--- src/design/cspf_map.vh ---
`ifndef CSPF_MAP_VH
`define CSPF_MAP_VH
// register byte addresses
`define CSPF_SPEED_ADDR  12'h1F0
`define CSPF_STATUS_ADDR 12'h1F4
// field positions
`define CSPF_SPEED_BIT   7
`define CSPF_ST_FAST     0
`define CSPF_ST_STRETCH  1
`define CSPF_ST_KBLOCK   2
`define CSPF_ST_RSTLOCK  3
`define CSPF_ST_BUSY     4
// reset values
`define CSPF_SPEED_RST   1'b0
// bus answers
`define CSPF_RESP_OKAY   2'b00
`define CSPF_RESP_SLVERR 2'b10
// clock rates in kHz
`define CSPF_CLK_KHZ     15'd10000
`define CSPF_STD_KHZ     15'd4770
`define CSPF_FAST_KHZ    15'd10000
// access times in ns
`define CSPF_MEM_STD_NS  840
`define CSPF_IO_NS       1050
`define CSPF_MEM_FAST_NS 400
// processor cycles per access
`define CSPF_MEM_CYC     3'd4
`define CSPF_IO_CYC      3'd5
`define CSPF_DMA_CYC     3'd4
// access kinds
`define CSPF_K_MEM       2'd0
`define CSPF_K_IO        2'd1
`define CSPF_K_DMA       2'd2
// seven-segment codes, gfedcba
`define CSPF_SEG_BLANK   7'h00
`define CSPF_SEG_0       7'h3F
`define CSPF_SEG_1       7'h06
`define CSPF_SEG_5       7'h6D
`endif

--- src/design/cspf_top.v ---
// Summary of operation
// processor clock runs at standard 4.77 MHz or high 10 MHz.
// standard rate memory access lasts four processor cycles.
// standard rate I/O access lasts five processor cycles.
// high rate on-board RAM access lasts four fast cycles.
// in high speed, I/O accesses drop to standard rate, five cycles.
// in high speed, DMA cycles also run at standard rate.
// high-speed lamp lit exactly while running in high-speed mode. Here it follows speed_reg, so it stays lit through I/O and DMA stretches.
// two-digit display shows 5 at standard, 10 at high rate.
// keyboard lock engaged discards all keystroke data.
// security lock left unlocks and enables reset; right locks both.
// unlocked reset button press applies system hardware reset.
// extra lamp follows the disk controller activity signal.
// speed register bit 7 selects rate, other bits unused.
// rate changes only at cycle boundaries; stretch ends with access.
//
// Design decisions made here: the register addresses and register access over AXI4-Lite.
`timescale 1ns/1ps
`include "cspf_map.vh"

module cspf_top #(
   parameter HAS_SEC_LOCK = 1
) (
   input  wire        aclk,
   input  wire        aresetn,
   input  wire [11:0] s_axi_awaddr,
   input  wire        s_axi_awvalid,
   output wire        s_axi_awready,
   input  wire [31:0] s_axi_wdata,
   input  wire [3:0]  s_axi_wstrb,
   input  wire        s_axi_wvalid,
   output wire        s_axi_wready,
   output reg  [1:0]  s_axi_bresp,
   output reg         s_axi_bvalid,
   input  wire        s_axi_bready,
   input  wire [11:0] s_axi_araddr,
   input  wire        s_axi_arvalid,
   output wire        s_axi_arready,
   output reg  [31:0] s_axi_rdata,
   output reg  [1:0]  s_axi_rresp,
   output reg         s_axi_rvalid,
   input  wire        s_axi_rready,
   input  wire        bus_start,
   input  wire [1:0]  bus_kind,
   output reg         bus_busy,
   output reg         bus_done,
   output reg         cpu_tick,
   output reg         cpu_fast,
   input  wire        kb_valid,
   input  wire [7:0]  kb_data,
   output reg         kb_out_valid,
   output reg  [7:0]  kb_out_data,
   input  wire        kb_lock_pin,
   input  wire        sec_lock_right_pin,
   input  wire        reset_btn_pin,
   input  wire        hdd_act_pin,
   output reg         sys_reset,
   output reg         speed_lamp,
   output reg         hdd_lamp,
   output reg  [6:0]  seg_tens,
   output reg  [6:0]  seg_units
);

   // ------------------------------------------------
   // pin synchronisers
   // ------------------------------------------------
   reg [3:0] pin_s1_reg;
   reg [3:0] pin_s2_reg;

   // first stage is read only by the second
   always @(posedge aclk) begin
      if (!aresetn) begin
         pin_s1_reg <= 4'h0;
         pin_s2_reg <= 4'h0;
      end else begin
         pin_s1_reg <= {hdd_act_pin, reset_btn_pin,
                        sec_lock_right_pin, kb_lock_pin};
         pin_s2_reg <= pin_s1_reg;
      end
   end

   wire kb_lock_s   = pin_s2_reg[0];
   wire sec_right_s = pin_s2_reg[1];
   wire rst_btn_s   = pin_s2_reg[2];
   wire hdd_act_s   = pin_s2_reg[3];

   // ------------------------------------------------
   // lock decode
   // ------------------------------------------------
   // the plain keyboard lock always works; the combined lock adds to it,
   // so a panel wired with both cannot leave the keyboard open by mistake
   wire kb_locked  = kb_lock_s ||
                     ((HAS_SEC_LOCK != 0) && sec_right_s);
   wire rst_locked = (HAS_SEC_LOCK != 0) && sec_right_s;

   // ------------------------------------------------
   // address decode
   // ------------------------------------------------
   // only whole words are decoded, byte offsets inside a word are ignored
   localparam [11:0] SPEED_A    = `CSPF_SPEED_ADDR;
   localparam [11:0] STATUS_A   = `CSPF_STATUS_ADDR;
   localparam [9:0]  SPEED_IDX  = SPEED_A[11:2];
   localparam [9:0]  STATUS_IDX = STATUS_A[11:2];

   // ------------------------------------------------
   // register state
   // ------------------------------------------------
   reg         speed_reg;
   reg         aw_full_reg;
   reg [11:0]  aw_addr_reg;
   reg         w_full_reg;
   reg [31:0]  w_data_reg;
   reg [3:0]   w_strb_reg;

   // ------------------------------------------------
   // access sequencer state
   // ------------------------------------------------
   reg [1:0]   kind_reg;
   reg [2:0]   tcnt_reg;
   reg [13:0]  acc_reg;
   reg         stretch;
   reg [2:0]   need_cyc;
   reg         rate_ok;
   reg         tick_now;
   reg [14:0]  acc_sum;
   reg [14:0]  acc_left;

   // standard rate is made by a phase accumulator, so the
   // ticks jitter by one aclk but average 4.77 MHz
   always @* begin
      acc_sum  = {1'b0, acc_reg} + `CSPF_STD_KHZ;
      acc_left = acc_sum - `CSPF_CLK_KHZ;
      if (cpu_fast)
         tick_now = 1'b1;
      else
         tick_now = (acc_sum >= `CSPF_CLK_KHZ);
   end

   // I/O and DMA force the standard rate while active
   always @* begin
      stretch = bus_busy && (kind_reg != `CSPF_K_MEM);
      case (kind_reg)
         `CSPF_K_IO:  need_cyc = `CSPF_IO_CYC;
         `CSPF_K_DMA: need_cyc = `CSPF_DMA_CYC;
         default:     need_cyc = `CSPF_MEM_CYC;
      endcase
      // a cycle counts only once the rate has settled
      rate_ok = stretch ? !cpu_fast : (cpu_fast == speed_reg);
   end

   // processor clock ticks and rate switch
   always @(posedge aclk) begin
      if (!aresetn) begin
         acc_reg  <= 14'h0000;
         cpu_tick <= 1'b0;
         cpu_fast <= 1'b0;
      end else begin
         cpu_tick <= tick_now;
         if (tick_now) begin
            // switching only at a tick keeps every cycle whole
            cpu_fast <= speed_reg && !stretch;
         end
         // the remainder is kept at a tick; dropping it would slow
         // the standard rate to a third of aclk
         if (cpu_fast)
            acc_reg <= 14'h0000;
         else if (tick_now)
            acc_reg <= acc_left[13:0];
         else
            acc_reg <= acc_sum[13:0];
      end
   end

   // access cycle counting
   always @(posedge aclk) begin
      if (!aresetn) begin
         bus_busy <= 1'b0;
         bus_done <= 1'b0;
         kind_reg <= `CSPF_K_MEM;
         tcnt_reg <= 3'd0;
      end else begin
         bus_done <= 1'b0;
         if (!bus_busy) begin
            if (bus_start) begin
               bus_busy <= 1'b1;
               kind_reg <= bus_kind;
               tcnt_reg <= 3'd0;
            end
         end else if (tick_now && rate_ok) begin
            if (tcnt_reg == need_cyc - 3'd1) begin
               // stretch drops here, rate returns next tick
               bus_busy <= 1'b0;
               bus_done <= 1'b1;
            end else begin
               tcnt_reg <= tcnt_reg + 3'd1;
            end
         end
      end
   end

   // ------------------------------------------------
   // front panel
   // ------------------------------------------------
   always @(posedge aclk) begin
      if (!aresetn) begin
         speed_lamp   <= 1'b0;
         hdd_lamp     <= 1'b0;
         seg_tens     <= `CSPF_SEG_BLANK;
         seg_units    <= `CSPF_SEG_5;
         sys_reset    <= 1'b0;
         kb_out_valid <= 1'b0;
         kb_out_data  <= 8'h00;
      end else begin
         speed_lamp <= speed_reg;
         hdd_lamp   <= hdd_act_s;
         if (speed_reg) begin
            seg_tens  <= `CSPF_SEG_1;
            seg_units <= `CSPF_SEG_0;
         end else begin
            seg_tens  <= `CSPF_SEG_BLANK;
            seg_units <= `CSPF_SEG_5;
         end
         sys_reset    <= rst_btn_s && !rst_locked;
         kb_out_valid <= kb_valid && !kb_locked;
         if (kb_valid && !kb_locked)
            kb_out_data <= kb_data;
      end
   end

   // ------------------------------------------------
   // AXI4-Lite write path
   // ------------------------------------------------
   // address and data are caught separately in either order
   assign s_axi_awready = !aw_full_reg && !s_axi_bvalid;
   assign s_axi_wready  = !w_full_reg && !s_axi_bvalid;

   wire wr_fire = aw_full_reg && w_full_reg && !s_axi_bvalid;
   wire wr_hit  = (aw_addr_reg[11:2] == SPEED_IDX);

   always @(posedge aclk) begin
      if (!aresetn) begin
         aw_full_reg  <= 1'b0;
         aw_addr_reg  <= 12'h000;
         w_full_reg   <= 1'b0;
         w_data_reg   <= 32'h00000000;
         w_strb_reg   <= 4'h0;
         s_axi_bvalid <= 1'b0;
         s_axi_bresp  <= `CSPF_RESP_OKAY;
         speed_reg    <= `CSPF_SPEED_RST;
      end else begin
         if (s_axi_awvalid && s_axi_awready) begin
            aw_full_reg <= 1'b1;
            aw_addr_reg <= s_axi_awaddr;
         end
         if (s_axi_wvalid && s_axi_wready) begin
            w_full_reg <= 1'b1;
            w_data_reg <= s_axi_wdata;
            w_strb_reg <= s_axi_wstrb;
         end
         if (wr_fire) begin
            aw_full_reg  <= 1'b0;
            w_full_reg   <= 1'b0;
            s_axi_bvalid <= 1'b1;
            s_axi_bresp  <= (wr_hit || aw_addr_reg[11:2] == STATUS_IDX) ?
                            `CSPF_RESP_OKAY : `CSPF_RESP_SLVERR;
            // only the low byte lane holds the speed bit
            if (wr_hit && w_strb_reg[0])
               speed_reg <= w_data_reg[`CSPF_SPEED_BIT];
         end else if (s_axi_bvalid && s_axi_bready) begin
            s_axi_bvalid <= 1'b0;
         end
      end
   end

   // ------------------------------------------------
   // AXI4-Lite read path
   // ------------------------------------------------
   assign s_axi_arready = !s_axi_rvalid;

   always @(posedge aclk) begin
      if (!aresetn) begin
         s_axi_rvalid <= 1'b0;
         s_axi_rdata  <= 32'h00000000;
         s_axi_rresp  <= `CSPF_RESP_OKAY;
      end else if (s_axi_arvalid && s_axi_arready) begin
         s_axi_rvalid <= 1'b1;
         s_axi_rresp  <= `CSPF_RESP_OKAY;
         s_axi_rdata  <= 32'h00000000;
         if (s_axi_araddr[11:2] == SPEED_IDX) begin
            // unused bits read as zero
            s_axi_rdata[`CSPF_SPEED_BIT] <= speed_reg;
         end else if (s_axi_araddr[11:2] == STATUS_IDX) begin
            s_axi_rdata[`CSPF_ST_FAST]    <= cpu_fast;
            s_axi_rdata[`CSPF_ST_STRETCH] <= stretch;
            s_axi_rdata[`CSPF_ST_KBLOCK]  <= kb_locked;
            s_axi_rdata[`CSPF_ST_RSTLOCK] <= rst_locked;
            s_axi_rdata[`CSPF_ST_BUSY]    <= bus_busy;
         end else begin
            s_axi_rresp <= `CSPF_RESP_SLVERR;
         end
      end else if (s_axi_rvalid && s_axi_rready) begin
         s_axi_rvalid <= 1'b0;
      end
   end

endmodule // cspf_top

--- config.mk ---
export PLATFORM = sky130hd
export DESIGN_NAME = cspf_top
export DESIGN_NICKNAME = d
export VERILOG_FILES = /design/src/design/cspf_top.v
export VERILOG_INCLUDE_DIRS = /design/src /design/src/design
export SDC_FILE = /design/constraint.sdc
export NUM_CORES = 1
export LEC_CHECK = 0
export ABC_AREA = 1
export BUFFER_PORTS_ARGS = -buffer_cell sky130_fd_sc_hd__buf_2
export CAP_MARGIN = 0
export CORE_UTILIZATION = 40
export CTS_BUF_LIST = sky130_fd_sc_hd__clkbuf_4 sky130_fd_sc_hd__clkbuf_8
export DETAILED_ROUTE_END_ITERATION = 7
export PLACE_DENSITY = 0.7
export SYNTH_ARGS = -nofsm -noshare
export SYNTH_HDL_FRONTEND = slang
export SYNTH_SLANG_ARGS = --single-unit
--- constraint.sdc ---
create_clock -name aclk -period 2.35 [get_ports aclk]
set_input_delay 0.1175 -clock aclk [delete_from_list [all_inputs] [get_ports aclk]]
set_output_delay 0.1175 -clock aclk [all_outputs]
set_load 0.01 [all_outputs]
; Word level (Yosys, flattened, before mapping)
; Cells that the tools add are included.
[word_totals]
regBits = 93
inputBits = 83
[classes]
add_sub_neg = 4
order_cmp = 1
n_eq_ne = 9
mux = 25
bitwise = 2
reduce_logical = 35
[ops]
columns = op, n
row1 = == test 10 x 7 -> 1 bit (second input constant), 4
row2 = adder 14 x 13 -> 15 bit (second input constant), 1
row3 = >= comparator 15 x 14 -> 1 bit (second input constant), 1
row4 = logical AND 1 bit, 15
row5 = two-way mux 3 bit, 5
row6 = two-way mux 14 bit, 1
row7 = subtractor 14 bit (second input constant), 1
row8 = two-way mux 1 bit, 13
row9 = two-way mux 5 bit, 2
row10 = logical NOT 1 bit, 8
row11 = nonzero test 2 bit, 4
row12 = two-way mux 7 bit, 1
row13 = two-way mux 2 bit, 3
row14 = AND reduction 3 bit, 2
row15 = AND reduction 2 bit, 2
row16 = OR reduction 2 bit, 2
row17 = adder 3 x 1 -> 3 bit (second input constant), 1
row18 = == test 3 bit, 1
row19 = subtractor 3 x 1 -> 3 bit (second input constant), 1
row20 = == test 2 x 1 -> 1 bit (second input constant), 1
row21 = logical OR 1 bit, 2
row22 = != test 2 x 1 -> 1 bit (second input constant), 1
row23 = != test 2 bit (second input constant), 1
row24 = inverter 1 bit, 2
row25 = == test 1 bit, 1

; Logic depth before layout (Yosys ltp)
; Gate-level depths: netlist (run 1).
[logic_depth]
word_depth = 7
mapped_depth = 17

; Worst setup path after synthesis (run 1)
; No wires, ideal clock.
[synth_timing]
path_type = reg-to-reg
from = register acc_reg[1]
to = register acc_reg[7]
t_arrival_ps = 1683
slack_ps = 550
stages_incl_launch_ff = 16
cell_sequence = dfxtp_1 ha_1 inv_1 nor2_4 nand3_2 nand2_1 nand2_1 nand2_2 nand3_4 nor2_4 nand2_2 nand2_4 buf_6 nand3_2 o21ai_1 a21oi_1
[synth_between]
elab_chain_cells = 4
word_cells_on_any_way = 5
cone_classes = add/sub (2) / order compare (1) / mux (2)
[synth_lines]
columns = item, line_no
row1 = "start, declared", cspf_top.v:120  ; reg [13:0] acc_reg;
row2 = "start signal, assigned", cspf_top.v:168  ; acc_reg <= acc_left[13:0];
row3 = "start signal, assigned", cspf_top.v:170  ; acc_reg <= acc_sum[13:0];
row4 = adder 14 x 13 -> 15 bit (no source line) *, -
row5 = >= comparator 15 x 14 -> 1 bit (no source line), -
row6 = two-way mux 1 bit, cspf_top.v:133  ; if (cpu_fast)
row7 = two-way mux 14 bit *, cspf_top.v:167  ; else if (tick_now)
; Mark *: on every way between the ends. The rest lies on a longest branch, timed or not.
; A chain may end at the register's enable or synchronous reset.

; Worst setup path after layout (run 1)
[layout_timing]
from = register acc_reg[1]
to = register tcnt_reg[1]
[layout_between]
elab_chain_cells = 6
[layout_lines]
columns = item, line_no
row1 = adder 14 x 13 -> 15 bit (no source line), -
row2 = >= comparator 15 x 14 -> 1 bit (no source line), -
row3 = two-way mux 1 bit, cspf_top.v:133
row4 = logical AND 1 bit, cspf_top.v:189  ; end else if (tick_now && rate_ok) begin
row5 = != test 2 x 1 -> 1 bit (no source line), -
row6 = AND reduction 3 bit (no source line), -
row7 = "end signal, assigned", cspf_top.v:195  ; tcnt_reg <= tcnt_reg + 3'd1;
row8 = "end, declared", cspf_top.v:119  ; reg [2:0] tcnt_reg;
; No other way between the ends.

==> results of run 1 <==
cells in the mapped netlist, types with 2 or more instances:
| cell type | instances |
|---|---|
| nor3_1 | 5 |
| dfxtp_1 | 68 |
| conb_1 | 2 |
| inv_2 | 3 |
| xor2_1 | 3 |
| buf_4 | 42 |
| nand3_1 | 21 |
| o21a_1 | 2 |
| inv_1 | 51 |
| nor2_2 | 2 |
| o21ai_1 | 2 |
| nand3_2 | 4 |
| nand2_2 | 12 |
| nor2_1 | 79 |
| nor3b_1 | 2 |
| clkbuf_1 | 6 |
| nor2_4 | 2 |
| nand2_1 | 81 |
| a21oi_1 | 22 |
| o21ai_0 | 27 |
| a21oi_2 | 2 |
| nor3_2 | 2 |
| ha_1 | 3 |
| nand4_1 | 6 |
tightest hold or removal path, delay by kind of cell:
family	cells	cell delay (ns)
AOI/OAI and AO/OA	1	0.07
and+or+nand+nor	1	0.07
buffers and inverters	1	0.07
metal layers:
layer / vias up / global-route usage, % / wire length, um
li1: 1562 / - / -
met1: 1340 / 19.1 / 3080
met2: 85 / 30.2 / 3440
met3: 13 / 6.39 / 602
met4: 0 / 9.74 / 198
met5: - / 0 / 0
stage by stage:
| step | hold WS (ns) | util, % |
|---|---|---|
| 6_report | 0.0114 | 48.3 |
| 3_5_place_dp | 0.303 | 45.2 |
| 3_3_place_gp | 0.303 | 45.2 |
| 4_1_cts | 0.000137 | 48.2 |
| 5_1_grt | 0.0113 | 48.3 |
| 2_1_floorplan | 0.206 | - |
worst min path at each step:
stage | from | endpoint | slack [ns] | cells past startpoint
floorplan | aresetn | seg_units[6] | 0.21 | 1
global placement | hdd_act_pin | pin_s1_reg[3] | 0.30 | 3
CTS | kb_data[6] | kb_out_data[6] | 0.0001 | 3
global route | kb_data[6] | kb_out_data[6] | 0.01 | 3
finish | kb_data[0] | kb_out_data[0] | 0.01 | 3
detailed placement | reset_btn_pin | pin_s1_reg[2] | 0.30 | 3
where the power goes:
part | switching (mW) | internal [mW]
clock network | 0.462 | 0.534
registers | 0.134 | 1.30
logic | 0.845 | 0.470
total | 1.44 | 2.31
repair_timing:
action	4_1_cts	5_1_grt
endpoints found under the setup margin	0	1
hold buffers	4	0
endpoints found under the hold margin	4	0
gates resized for setup	0	1
final cells by class:
type / count / share of cell area (%)
Multi-Input combinational cell: 332 / 40.8
Sequential cell: 68 / 34.3
Timing Repair Buffer: 84 / 11.2
Inverter: 55 / 5.20
Clock buffer: 11 / 3.66
Tap cell: 105 / 3.31
Clock inverter: 5 / 1.51
logic make-up (layout without fill, tap and decap cells):
logic type                 count (synthesis)  count (layout)
adders and majority gates                  3               3
and+or+nand+nor                          225             225
DFF                                       68              68
buffers and inverters                    104             155
other                                      2              37
xor gates and xnor gates                   5               5
AOI/OAI and AO/OA                         62              62
==> implementation parameters, run 1 <==
Parameter                              Value

Critical path
  Beginning of the critical path ... acc_reg[1]
  Worst R2R Start ... acc_reg[1]
  Buffers and inverters on the worst path ... 1
  Critical Path Start Type ... flop
  Cell class contributing the biggest share of worst-path delay ... simple AND/OR/NAND/NOR gates
  Critical Path End Type ... flop
  Critical Path End ... tcnt_reg[1]
  Cell count along the critical path ... 17
  Critical Setup Path Class ... flop to flop
  Reg-to-reg critical path endpoint ... tcnt_reg[1]
  Reg2Reg Depth ... 17
  Maximum fanout encountered on the critical timing path ... 15
  Ordered cell list for the critical path ... ha_1, inv_1, nor2_4, nand3_2, nand2_1, nand2_1, nand2_2, nand3_4, nor2_4, nand2_2, nand2_8, nand2_2, nand2_2, nand2_2, nand2_1, nand2_1, nor2_1
  Max incr delay on CP ... 0.38 ns
  Most repeated library cell on the critical path ... nand2_2
  Slowest cell on the critical path ... dfxtp_1
  Flop2flop setup slack ... 0.28 ns
  Arrival time at the worst endpoint ... 2.36 ns
  CP Data Required Time ... 2.64 ns

STA
  Final period util ... 88.1%
  Fin Setup TNS ... 0 ns
  Final number of setup-violating endpoints ... 0
  Hold violation count in the final report ... 0
  Top achievable clock speed ... 483 MHz
  Clock skew ... 0.0139 ns
  Number of max-slew violations in the final report ... 0
  Time the worst path needs with I/O delays and setup ... 2.07 ns
  RSZ-0062 raised after global routing ... false
  Smallest setup slack after layout ... 0.280 ns

Cells and area
  Count of antenna diodes in the layout ... 0
  Leading cell types in the layout, fill and taps excluded ... nand2_1 (81), nor2_1 (79), buf_2 (78)
  # fillers ... 837
  Area of all sequential standard cells ... 1360 um2
  Number of non-filler instances in the completed layout ... 660
  Most frequent standard cell in the layout excluding fill and tap cells ... nand2_1
  Multi-input gate area in the final layout ... 1620 um2
  # nets final ... 636
  Syn-to-layout area delta ... 16.9%
  Final Cell Area ... 3970 um2
  Share of cells above drive strength 1 ... 23.4%
  Max reg flops ... 13

Synthesis
  Share of synthesized cell area in and, or, nand and nor gates ... 30.4%
  Cell type with the highest aggregate area in the netlist ... dfxtp_1
  Ranking of synthesized cells by area ... dfxtp_1 (40%), buf_4 (9.3%), nand2_1 (9.0%), nor2_1 (8.7%), inv_1 (5.6%)
  Synth Warn # ... 0
  Synth Area in XOR/XNOR ... 1.51%
  Post-synthesis area per instance ... 7.24 um2
  Multiplexer fraction of the synthesized cell area ... 0%
  Cells after Synth ... 469
  Share of the synthesized area in the top cell type ... 40.1%
  Netlist area before placement ... 3390 um2
  Number of flops mapped to enable cells by yosys ... 0
  Fraction of the mapped netlist area in compound gates ... 10.3%
  Adder and majority gate portion of the synthesized area ... 1.11%
  FF+latch count, synth ... 68
  Dominant synthesized flop cell ... dfxtp_1
  Combinational family with the most area after synthesis ... simple AND/OR/NAND/NOR gates
  Count of distinct cell types in the synthesized netlist ... 44
  Fraction of registers with async set/reset ... 0%
  Sequential-to-total area share from yosys stat ... 40.1%

Detailed routing
  Overall via count from detail_route ... 3000
  DRC ... 0
  Per-cell via count in the routed design ... 4.55
  Number of DRC violations after detailed-routing iteration 0 ... 81
  Antenna Violating Nets Remaining ... 0
  Initial DRT Pass Iterations ... 4
  Routed len/inst ... 11.1 um
  Wire length reported by the detailed router ... 7320 um

Placement
  Worst slack after detailed placement ... 0.276 ns
  Placer Congestion ... 0.931
  Total half-perimeter wirelength after legalization and detailed placement ... 5560 um
  Buffers added on ports ... 78
  Instance count after placement with tap cells included ... 640
  Cell area after placement ... 3710 um2

Worst hold path
  Worst min-delay path category ... primary input to flop

Clock network
  Inserted Clock Buffers ... 9
  Clk_lat worst skew ... 0.36 ns
  Clock transition at the registers of the reported paths ... 0.08 ns
  Worst-case clock buffer depth ... 2
  Clock root buffer master ... clkbuf_8
  Post-CTS setup-driven buffer insertion count ... 0
  TritonCTS clock tree ... yes
  H-Tree Depth ... 3
  # clock sinks ... 68

Global routing
  Number of antenna violations at the first check in global routing ... 0
  Overall overflow remaining after global route ... 0
  Overall routing resource usage ... 17.8%
  Number of global-route vias before repair ... 2784
  Wire length of the first global-routing pass ... 12100 um
  Maximum number of pins on one net before global-route repair ... 40

Power and ir drop
  P_leak ... 1.98 nW
  Total power after layout ... 3.75 mW
  Power density of the placed cells ... 945 nW/um2
  Largest voltage drop on the vdd net ... 386 uV

Die
  Die Wd ... 94.1 um
  Boundary Pins ... 154
  Core area ... 8220 um2
  Die Area ... 8860 um2
  Y dimension of the die ... 94.1 um
  Number of placement rows ... 33
  Starting density of the core ... 41.3%

Run
  Max capacitance violation total ... 0

Status
  Status ... finished, final reports clean
(Power assumes the default switching activity.)
==> run 2: changes to the inputs <==
--- a/config.mk
+++ b/config.mk
@@ -6,7 +6,7 @@
 export SDC_FILE = /design/constraint.sdc
 export NUM_CORES = 1
 export LEC_CHECK = 0
-export ABC_AREA = 1
+export ABC_AREA = 0
 export BUFFER_PORTS_ARGS = -buffer_cell sky130_fd_sc_hd__buf_2
 export CAP_MARGIN = 0
 export CORE_UTILIZATION = 40
==> implementation parameters, run 2 <==
Parameter                              Value

Detailed routing
  Antenna Violating Nets Remaining ... 0 (unchanged)
  Routed len/inst ... 12.6 um (was 11.1 um)
  M1 wire length ... 3450 um (was 3080 um)
  Initial DRT Pass Iterations ... 4 (unchanged)
  Number of DRC violations after detailed-routing iteration 0 ... 160 (was 81)
  DRC ... 0 (unchanged)
  Wire length reported by the detailed router ... 8030 um (was 7320 um)
  Per-cell via count in the routed design ... 4.96 (was 4.55)
  Top layer used by detailed routing ... met4 (unchanged)
  Overall via count from detail_route ... 3154 (was 3000)
  Total length of routed met3 wires ... 432 um (was 602 um)
  Detail Route met2 WL ... 3960 um (was 3440 um)

STA
  RSZ-0062 raised after global routing ... true (was false)
  Hold violation count in the final report ... 0 (unchanged)
  Fin Setup TNS ... 0 ns (unchanged)
  Time the worst path needs with I/O delays and setup ... 2.27 ns (was 2.07 ns)
  Number of max-slew violations in the final report ... 0 (unchanged)
  Final period util ... 96.7% (was 88.1%)
  Final number of setup-violating endpoints ... 0 (unchanged)
  Smallest setup slack after layout ... 0.0779 ns (was 0.280 ns)
  Top achievable clock speed ... 440 MHz (was 483 MHz)
  Clock skew ... 0.0101 ns (was 0.0139 ns)

Power and ir drop
  Internal cell power ... 2.61 mW (was 2.31 mW)
  Power density of the placed cells ... 921 nW/um2 (was 945 nW/um2)
  Power spent charging and discharging nets ... 1.45 mW (was 1.44 mW)
  Logic gate share of total power ... 40.4% (was 35.1%)
  P_leak ... 1.95 nW (was 1.98 nW)
  Total power after layout ... 4.05 mW (was 3.75 mW)
  Part of the power in registers ... 35.1% (was 38.4%)
  Largest voltage drop on the vdd net ... 417 uV (was 386 uV)
  Clock network power share ... 24.5% (was 26.6%)
  Share of total power consumed by net switching ... 35.7% (was 38.4%)

Synthesis
  Dominant synthesized flop cell ... dfxtp_1 (unchanged)
  Count of distinct cell types in the synthesized netlist ... 58 (was 44)
  Fraction of registers with async set/reset ... 0% (unchanged)
  Synth Warn # ... 0 (unchanged)
  Commonest cells in the netlist ... dfxtp_1 (68), nand2_1 (57), buf_4 (41), a21oi_1 (35), nor2_1 (34) (was nand2_1 (81), nor2_1 (79), dfxtp_1 (68), inv_1 (51), buf_4 (42))
  Post-synthesis area per instance ... 8.26 um2 (was 7.24 um2)
  Sequential-to-total area share from yosys stat ... 40.1% (unchanged)
  Top-count cell post-synth ... dfxtp_1 (was nand2_1)
  Number of flops mapped to enable cells by yosys ... 0 (unchanged)
  Share of the synthesized area in the top cell type ... 40.1% (unchanged)
  Ranking of synthesized cells by area ... dfxtp_1 (40%), buf_4 (9.1%), nand2_1 (6.3%), a21oi_1 (5.2%), nor2_1 (3.8%) (was dfxtp_1 (40%), buf_4 (9.3%), nand2_1 (9.0%), nor2_1 (8.7%), inv_1 (5.6%))
  Netlist area before placement ... 3390 um2 (unchanged)
  Cell type with the highest aggregate area in the netlist ... dfxtp_1 (unchanged)
  FF+latch count, synth ... 68 (unchanged)
  Cells after Synth ... 411 (was 469)

Cells and area
  Count of antenna diodes in the layout ... 0 (unchanged)
  # fillers ... 756 (was 837)
  Max reg flops ... 13 (unchanged)
  Share of cells above drive strength 1 ... 29.9% (was 23.4%)
  Most frequent standard cell in the layout excluding fill and tap cells ... buf_2 (was nand2_1)
  Leading cell types in the layout, fill and taps excluded ... buf_2 (78), dfxtp_1 (60), nand2_1 (57) (was nand2_1 (81), nor2_1 (79), buf_2 (78))
  # nets final ... 612 (was 636)
  Syn-to-layout area delta ... 29.6% (was 16.9%)

Status
  Status ... finished, final reports clean (unchanged)

Worst hold path
  Worst min-delay path category ... primary input to flop (unchanged)

Clock network
  Clk_lat worst skew ... 0.35 ns (was 0.36 ns)
  Worst-case clock buffer depth ... 2 (unchanged)
  Clock root buffer master ... clkbuf_8 (unchanged)
  # clock sinks ... 68 (unchanged)
  Clock transition at the registers of the reported paths ... 0.08 ns (about the same)
  H-Tree Depth ... 3 (unchanged)
  Inserted Clock Buffers ... 9 (unchanged)
  TritonCTS clock tree ... yes (unchanged)

Die
  Y dimension of the die ... 94.1 um (unchanged)
  Die Area ... 8860 um2 (unchanged)
  Starting density of the core ... 41.3% (unchanged)
  Number of placement rows ... 33 (unchanged)
  Core area ... 8220 um2 (unchanged)
  Boundary Pins ... 154 (unchanged)
  Die Wd ... 94.1 um (unchanged)

Critical path
  CP Data Required Time ... 2.64 ns (about the same)
  Critical Path End Type ... flop (unchanged)
  Slowest cell on the critical path ... a2111o_1 (was dfxtp_1)
  Critical Path Start Type ... flop (unchanged)
  Ordered cell list for the critical path ... ha_4, nand4_1, a2111o_1, nand4_1, o2111ai_2, and3_4, or3b_1, a21oi_1 (was ha_1, inv_1, nor2_4, nand3_2, nand2_1, nand2_1, nand2_2, nand3_4, nor2_4, nand2_2, nand2_8, nand2_2, nand2_2, nand2_2, nand2_1, nand2_1, nor2_1)
  Buffers and inverters on the worst path ... 0 (was 1)
  Cell class contributing the biggest share of worst-path delay ... simple AND/OR/NAND/NOR gates (unchanged)
  Arrival time at the worst endpoint ... 2.56 ns (was 2.36 ns)
  Maximum fanout encountered on the critical timing path ... 6 (was 15)
  Most repeated library cell on the critical path ... nand4_1 (was nand2_2)
  Critical Setup Path Class ... flop to flop (unchanged)
  Max incr delay on CP ... 0.41 ns (was 0.38 ns)
  Flop2flop setup slack ... 0.08 ns (was 0.28 ns)

Global routing
  Number of antenna violations at the first check in global routing ... 0 (unchanged)
  Wire length of the first global-routing pass ... 12100 um (about the same)
  Maximum number of pins on one net before global-route repair ... 35 (was 40)
  Number of global-route vias before repair ... 2661 (was 2784)
  Overall overflow remaining after global route ... 0 (unchanged)
  Overall routing resource usage ... 17.5% (was 17.8%)

Placement
  Total half-perimeter wirelength after legalization and detailed placement ... 5580 um (was 5560 um)
  Worst slack after detailed placement ... -0.0458 ns (was 0.276 ns)
  Placer Congestion ... 0.859 (was 0.931)
  Buffers added on ports ... 78 (unchanged)

Run
  Max capacitance violation total ... 0 (unchanged)
## run 2: path summary, 6_finish.rpt
path | cells past startpoint | from | endpoint
max | 8 | acc_reg[1] | tcnt_reg[1]
min | 3 | s_axi_awaddr[9] | aw_addr_reg[9]
max reg2reg | 8 | acc_reg[1] | tcnt_reg[1]
min reg2reg | 1 | pin_s1_reg[1] | pin_s2_reg[1]
## run 2: kinds of logic after synthesis
group	after synthesis	share of synthesized area [%]
buf+inv	73	13.5
simple gates	159	23.5
compound gates	85	15.9
fa+ha+maj	3	1.11
other cells	2	0.221
xor+xnor	14	3.61
flops	68	40.1
mux	7	2.06
## run 2: area by class of cell
type                       count  area, um2  share of cell area, %
clock buffer                   9        124                   2.81
clock inverter                 7       82.6                   1.88
inverter                      13       48.8                   1.11
multi-input combinational    305       1820                   41.5
sequential                    68       1380                   31.3
tap                          105        131                   2.99
timing repair buffer         129        813                   18.5
## run 2: timing repair
| item | in CTS | in global routing |
|---|---|---|
| hold buffers | 16 | 0 |
| pin swaps | 0 | 9 |
| resized for setup | 4 | 24 |
| setup buffers | 0 | 3 |
| hold endpoints to repair | 16 | 0 |
| setup endpoints to repair | 4 | 9 |
## run 2: tightest hold or removal path: cells and delay by family
family | cells | cell delay [ns]
AND/OR/NAND/NOR | 1 | 0.05
AO/OA/AOI/OAI | 1 | 0.05
buffers and inverters | 1 | 0.10
## run 2: stage by stage
| step | instance area [um2] | util, % | hold slack (ns) | cells |
|---|---|---|---|---|
| floorplan | 3550 | - | 0.217 | 446 |
| global placement | 3900 | 47.5 | 0.303 | 601 |
| detailed placement | 3900 | 47.5 | 0.309 | 601 |
| CTS | 4280 | 52.1 | 0.000158 | 633 |
| global route | 4400 | 53.6 | 0.00233 | 636 |
| finish | 4400 | 53.6 | 0.00926 | 636 |
## run 2: power groups by stage
| stage | clock [mW] | sequential (mW) | combinational, mW |
|---|---|---|---|
| finish | 0.994 | 1.42 | 1.64 |
| global route | 1.07 | 1.44 | 1.79 |
| CTS | 1.02 | 1.40 | 1.49 |
| detailed placement | 0 | 1.42 | 1.43 |
| global placement | 0 | 1.42 | 1.39 |
| floorplan | 0 | 1.38 | 1.02 |
## run 2: routing by layer
metal | track usage, % | vias up
met5 | 0 | -
met4 | 6.92 | 0
met3 | 5.26 | 21
met2 | 28.2 | 107
met1 | 21.7 | 1462
li1 | - | 1564
==> run 3: changes to the inputs <==
--- a/config.mk
+++ b/config.mk
@@ -9,6 +9,7 @@
 export ABC_AREA = 0
 export BUFFER_PORTS_ARGS = -buffer_cell sky130_fd_sc_hd__buf_2
 export CAP_MARGIN = 0
+export CORE_MARGIN = 2
 export CORE_UTILIZATION = 40
 export CTS_BUF_LIST = sky130_fd_sc_hd__clkbuf_4 sky130_fd_sc_hd__clkbuf_8
 export DETAILED_ROUTE_END_ITERATION = 7
==> implementation parameters, run 3 (synthesis gave the netlist of run 2 again) <==
Parameter                              Value

Status
  Status ... finished, final reports clean (unchanged)

Cells and area
  Number of non-filler instances in the completed layout ... 628 (was 636)
  # fillers ... 771 (was 756)
  Count of antenna diodes in the layout ... 0 (unchanged)
  Final core utilization ... 52.0% (was 53.6%)
  Leading cell types in the layout, fill and taps excluded ... buf_2 (78), dfxtp_1 (62), nand2_1 (57) (was buf_2 (78), dfxtp_1 (60), nand2_1 (57))
  Max reg flops ... 13 (unchanged)
  Most frequent standard cell in the layout excluding fill and tap cells ... buf_2 (unchanged)
  Final Cell Area ... 4280 um2 (was 4400 um2)
  Multi-input gate area in the final layout ... 1780 um2 (was 1820 um2)
  Area of all sequential standard cells ... 1370 um2 (was 1380 um2)
  # nets final ... 604 (was 612)
  Share of cells above drive strength 1 ... 28.5% (was 29.9%)
  Syn-to-layout area delta ... 26.0% (was 29.6%)

Critical path
  Critical Path Start Type ... flop (unchanged)
  Cell class contributing the biggest share of worst-path delay ... simple AND/OR/NAND/NOR gates (unchanged)
  Arrival time at the worst endpoint ... 2.50 ns (was 2.56 ns)
  Most repeated library cell on the critical path ... nand4_1 (unchanged)
  CP Data Required Time ... 2.63 ns (was 2.64 ns)
  Critical Setup Path Class ... flop to flop (unchanged)
  Buffers and inverters on the worst path ... 0 (unchanged)
  Slowest cell on the critical path ... a2111o_1 (unchanged)
  Critical Path End Type ... flop (unchanged)
  Max incr delay on CP ... 0.39 ns (was 0.41 ns)
  Flop2flop setup slack ... 0.13 ns (was 0.08 ns)
  Maximum fanout encountered on the critical timing path ... 6 (unchanged)
  Ordered cell list for the critical path ... ha_4, nand4_1, a2111o_1, nand4_1, o2111ai_2, and3_4, or3b_4, a21oi_2 (was ha_4, nand4_1, a2111o_1, nand4_1, o2111ai_2, and3_4, or3b_1, a21oi_1)

Power and ir drop
  Logic gate share of total power ... 39.3% (was 40.4%)
  Largest voltage drop on the vdd net ... 478 uV (was 417 uV)
  Internal cell power ... 2.55 mW (was 2.61 mW)
  Power density of the placed cells ... 919 nW/um2 (was 921 nW/um2)
  P_leak ... 1.90 nW (was 1.95 nW)
  Clock network power share ... 24.4% (was 24.5%)
  Share of total power consumed by net switching ... 35.2% (was 35.7%)
  Total power after layout ... 3.93 mW (was 4.05 mW)
  Part of the power in registers ... 36.3% (was 35.1%)
  Power spent charging and discharging nets ... 1.38 mW (was 1.45 mW)

Placement
  Placer Congestion ... 0.855 (was 0.859)
  Buffers added on ports ... 78 (unchanged)
  Total half-perimeter wirelength after legalization and detailed placement ... 5620 um (was 5580 um)
  Instance count after placement with tap cells included ... 598 (was 601)
  Cell area after placement ... 3880 um2 (was 3900 um2)

STA
  Clock skew ... 0.0120 ns (was 0.0101 ns)
  Slew at the pin with the worst max-slew slack ... 0.641 ns
  Fin Setup TNS ... 0 ns (unchanged)
  Final period util ... 94.6% (was 96.7%)
  Time the worst path needs with I/O delays and setup ... 2.22 ns (was 2.27 ns)
  Top achievable clock speed ... 450 MHz (was 440 MHz)
  Final number of setup-violating endpoints ... 0 (unchanged)
  RSZ-0062 raised after global routing ... true (unchanged)
  Hold violation count in the final report ... 0 (unchanged)
  Worst relative slew slack ... 57.2%
  Number of max-slew violations in the final report ... 0 (unchanged)

Detailed routing
  Per-cell via count in the routed design ... 4.91 (was 4.96)
  Wire length reported by the detailed router ... 7680 um (was 8030 um)
  DRC ... 0 (unchanged)
  Initial DRT Pass Iterations ... 4 (unchanged)
  Antenna Violating Nets Remaining ... 0 (unchanged)
  Routed len/inst ... 12.2 um (was 12.6 um)
  Overall via count from detail_route ... 3081 (was 3154)
  Number of DRC violations after detailed-routing iteration 0 ... 71 (was 160)

Worst hold path
  Worst min-delay path category ... primary input to flop (unchanged)

Clock network
  Clk_lat worst skew ... 0.35 ns (about the same)
  Clock transition at the registers of the reported paths ... 0.08 ns (about the same)
  Worst-case clock buffer depth ... 2 (unchanged)
  # clock sinks ... 68 (unchanged)
  H-Tree Depth ... 3 (unchanged)
  TritonCTS clock tree ... yes (unchanged)
  Inserted Clock Buffers ... 9 (unchanged)
  Clock root buffer master ... clkbuf_8 (unchanged)

Global routing
  Number of global-route vias before repair ... 2676 (was 2661)
  Number of antenna violations at the first check in global routing ... 0 (unchanged)
  Overall overflow remaining after global route ... 0 (unchanged)
  Overall routing resource usage ... 16.2% (was 17.5%)
  Wire length of the first global-routing pass ... 11800 um (was 12100 um)
  Maximum number of pins on one net before global-route repair ... 23 (was 35)

Die
  Core area ... 8220 um2 (unchanged)
  Number of placement rows ... 33 (unchanged)
  Die Area ... 9240 um2 (was 8860 um2)
  Die Wd ... 96.1 um (was 94.1 um)
  Boundary Pins ... 154 (unchanged)
  Starting density of the core ... 41.3% (unchanged)
  Y dimension of the die ... 96.1 um (was 94.1 um)

Run
  Max capacitance violation total ... 0 (unchanged)
-- run 3: worst reg2reg max path, stage by stage, from the launching register on --
cell	delay, ns
dfxtp_2	0.36
ha_4	0.16
nand4_1	0.12
a2111o_1	0.39
nand4_1	0.17
o2111ai_2	0.19
and3_4	0.26
or3b_4	0.37
a21oi_2	0.13
-- run 3: timing repair --
action / 4_1_cts / 5_1_grt
hold endpoints to repair: 11 / 1
hold buffers: 11 / 1
setup buffers: 0 / 2
setup endpoints to repair: 3 / 14
gates resized for setup: 2 / 17
pin swaps: 0 / 10
-- run 3: power by group through the flow --
stage,sequential [mW],combinational [mW],clock (mW)
6_report,1.43,1.54,0.959
5_1_grt,1.45,1.70,1.04
4_1_cts,1.41,1.45,0.980
3_5_place_dp,1.44,1.41,0
3_3_place_gp,1.43,1.38,0
2_1_floorplan,1.38,1.02,0
-- run 3: final cells by class --
type                    count  share of cell area, %
clock buffers               9                   2.90
repair buffers            121                   17.4
clock inverters             7                   1.78
multi-input cells         305                   41.7
flip-flops and latches     68                   32.0
well taps                 105                   3.07
inverters                  13                   1.14
-- run 3: per-stage QoR --
step / hold slack, ns / setup slack (ns)
after floorplan: 0.217 / 0.00193
after global placement: 0.303 / 0.0186
after detailed placement: 0.312 / -0.0215
after CTS: 0.000764 / 0.0204
after global routing: 0.000984 / -0.0165
final: 0.0100 / 0.126
-- run 3: routing by layer --
layer / global-route usage, % / share of wire [%] / routed length [um] / vias to the layer above
li1: - / - / - / 1548
met1: 19.7 / 44 / 3380 / 1419
met2: 26.2 / 49 / 3760 / 99
met3: 6.19 / 5.6 / 431 / 15
met4: 5.24 / 1.5 / 114 / 0
met5: 0 / 0 / 0 / -
-- run 3: final timing paths --
kind	from	endpoint	cells after the start
worst min-delay path	s_axi_awaddr[11]	aw_addr_reg[11]	3
worst max-delay path	acc_reg[2]	tcnt_reg[1]	8
worst min register to register	pin_s2_reg[2]	sys_reset	2
worst max register to register	acc_reg[2]	tcnt_reg[1]	8
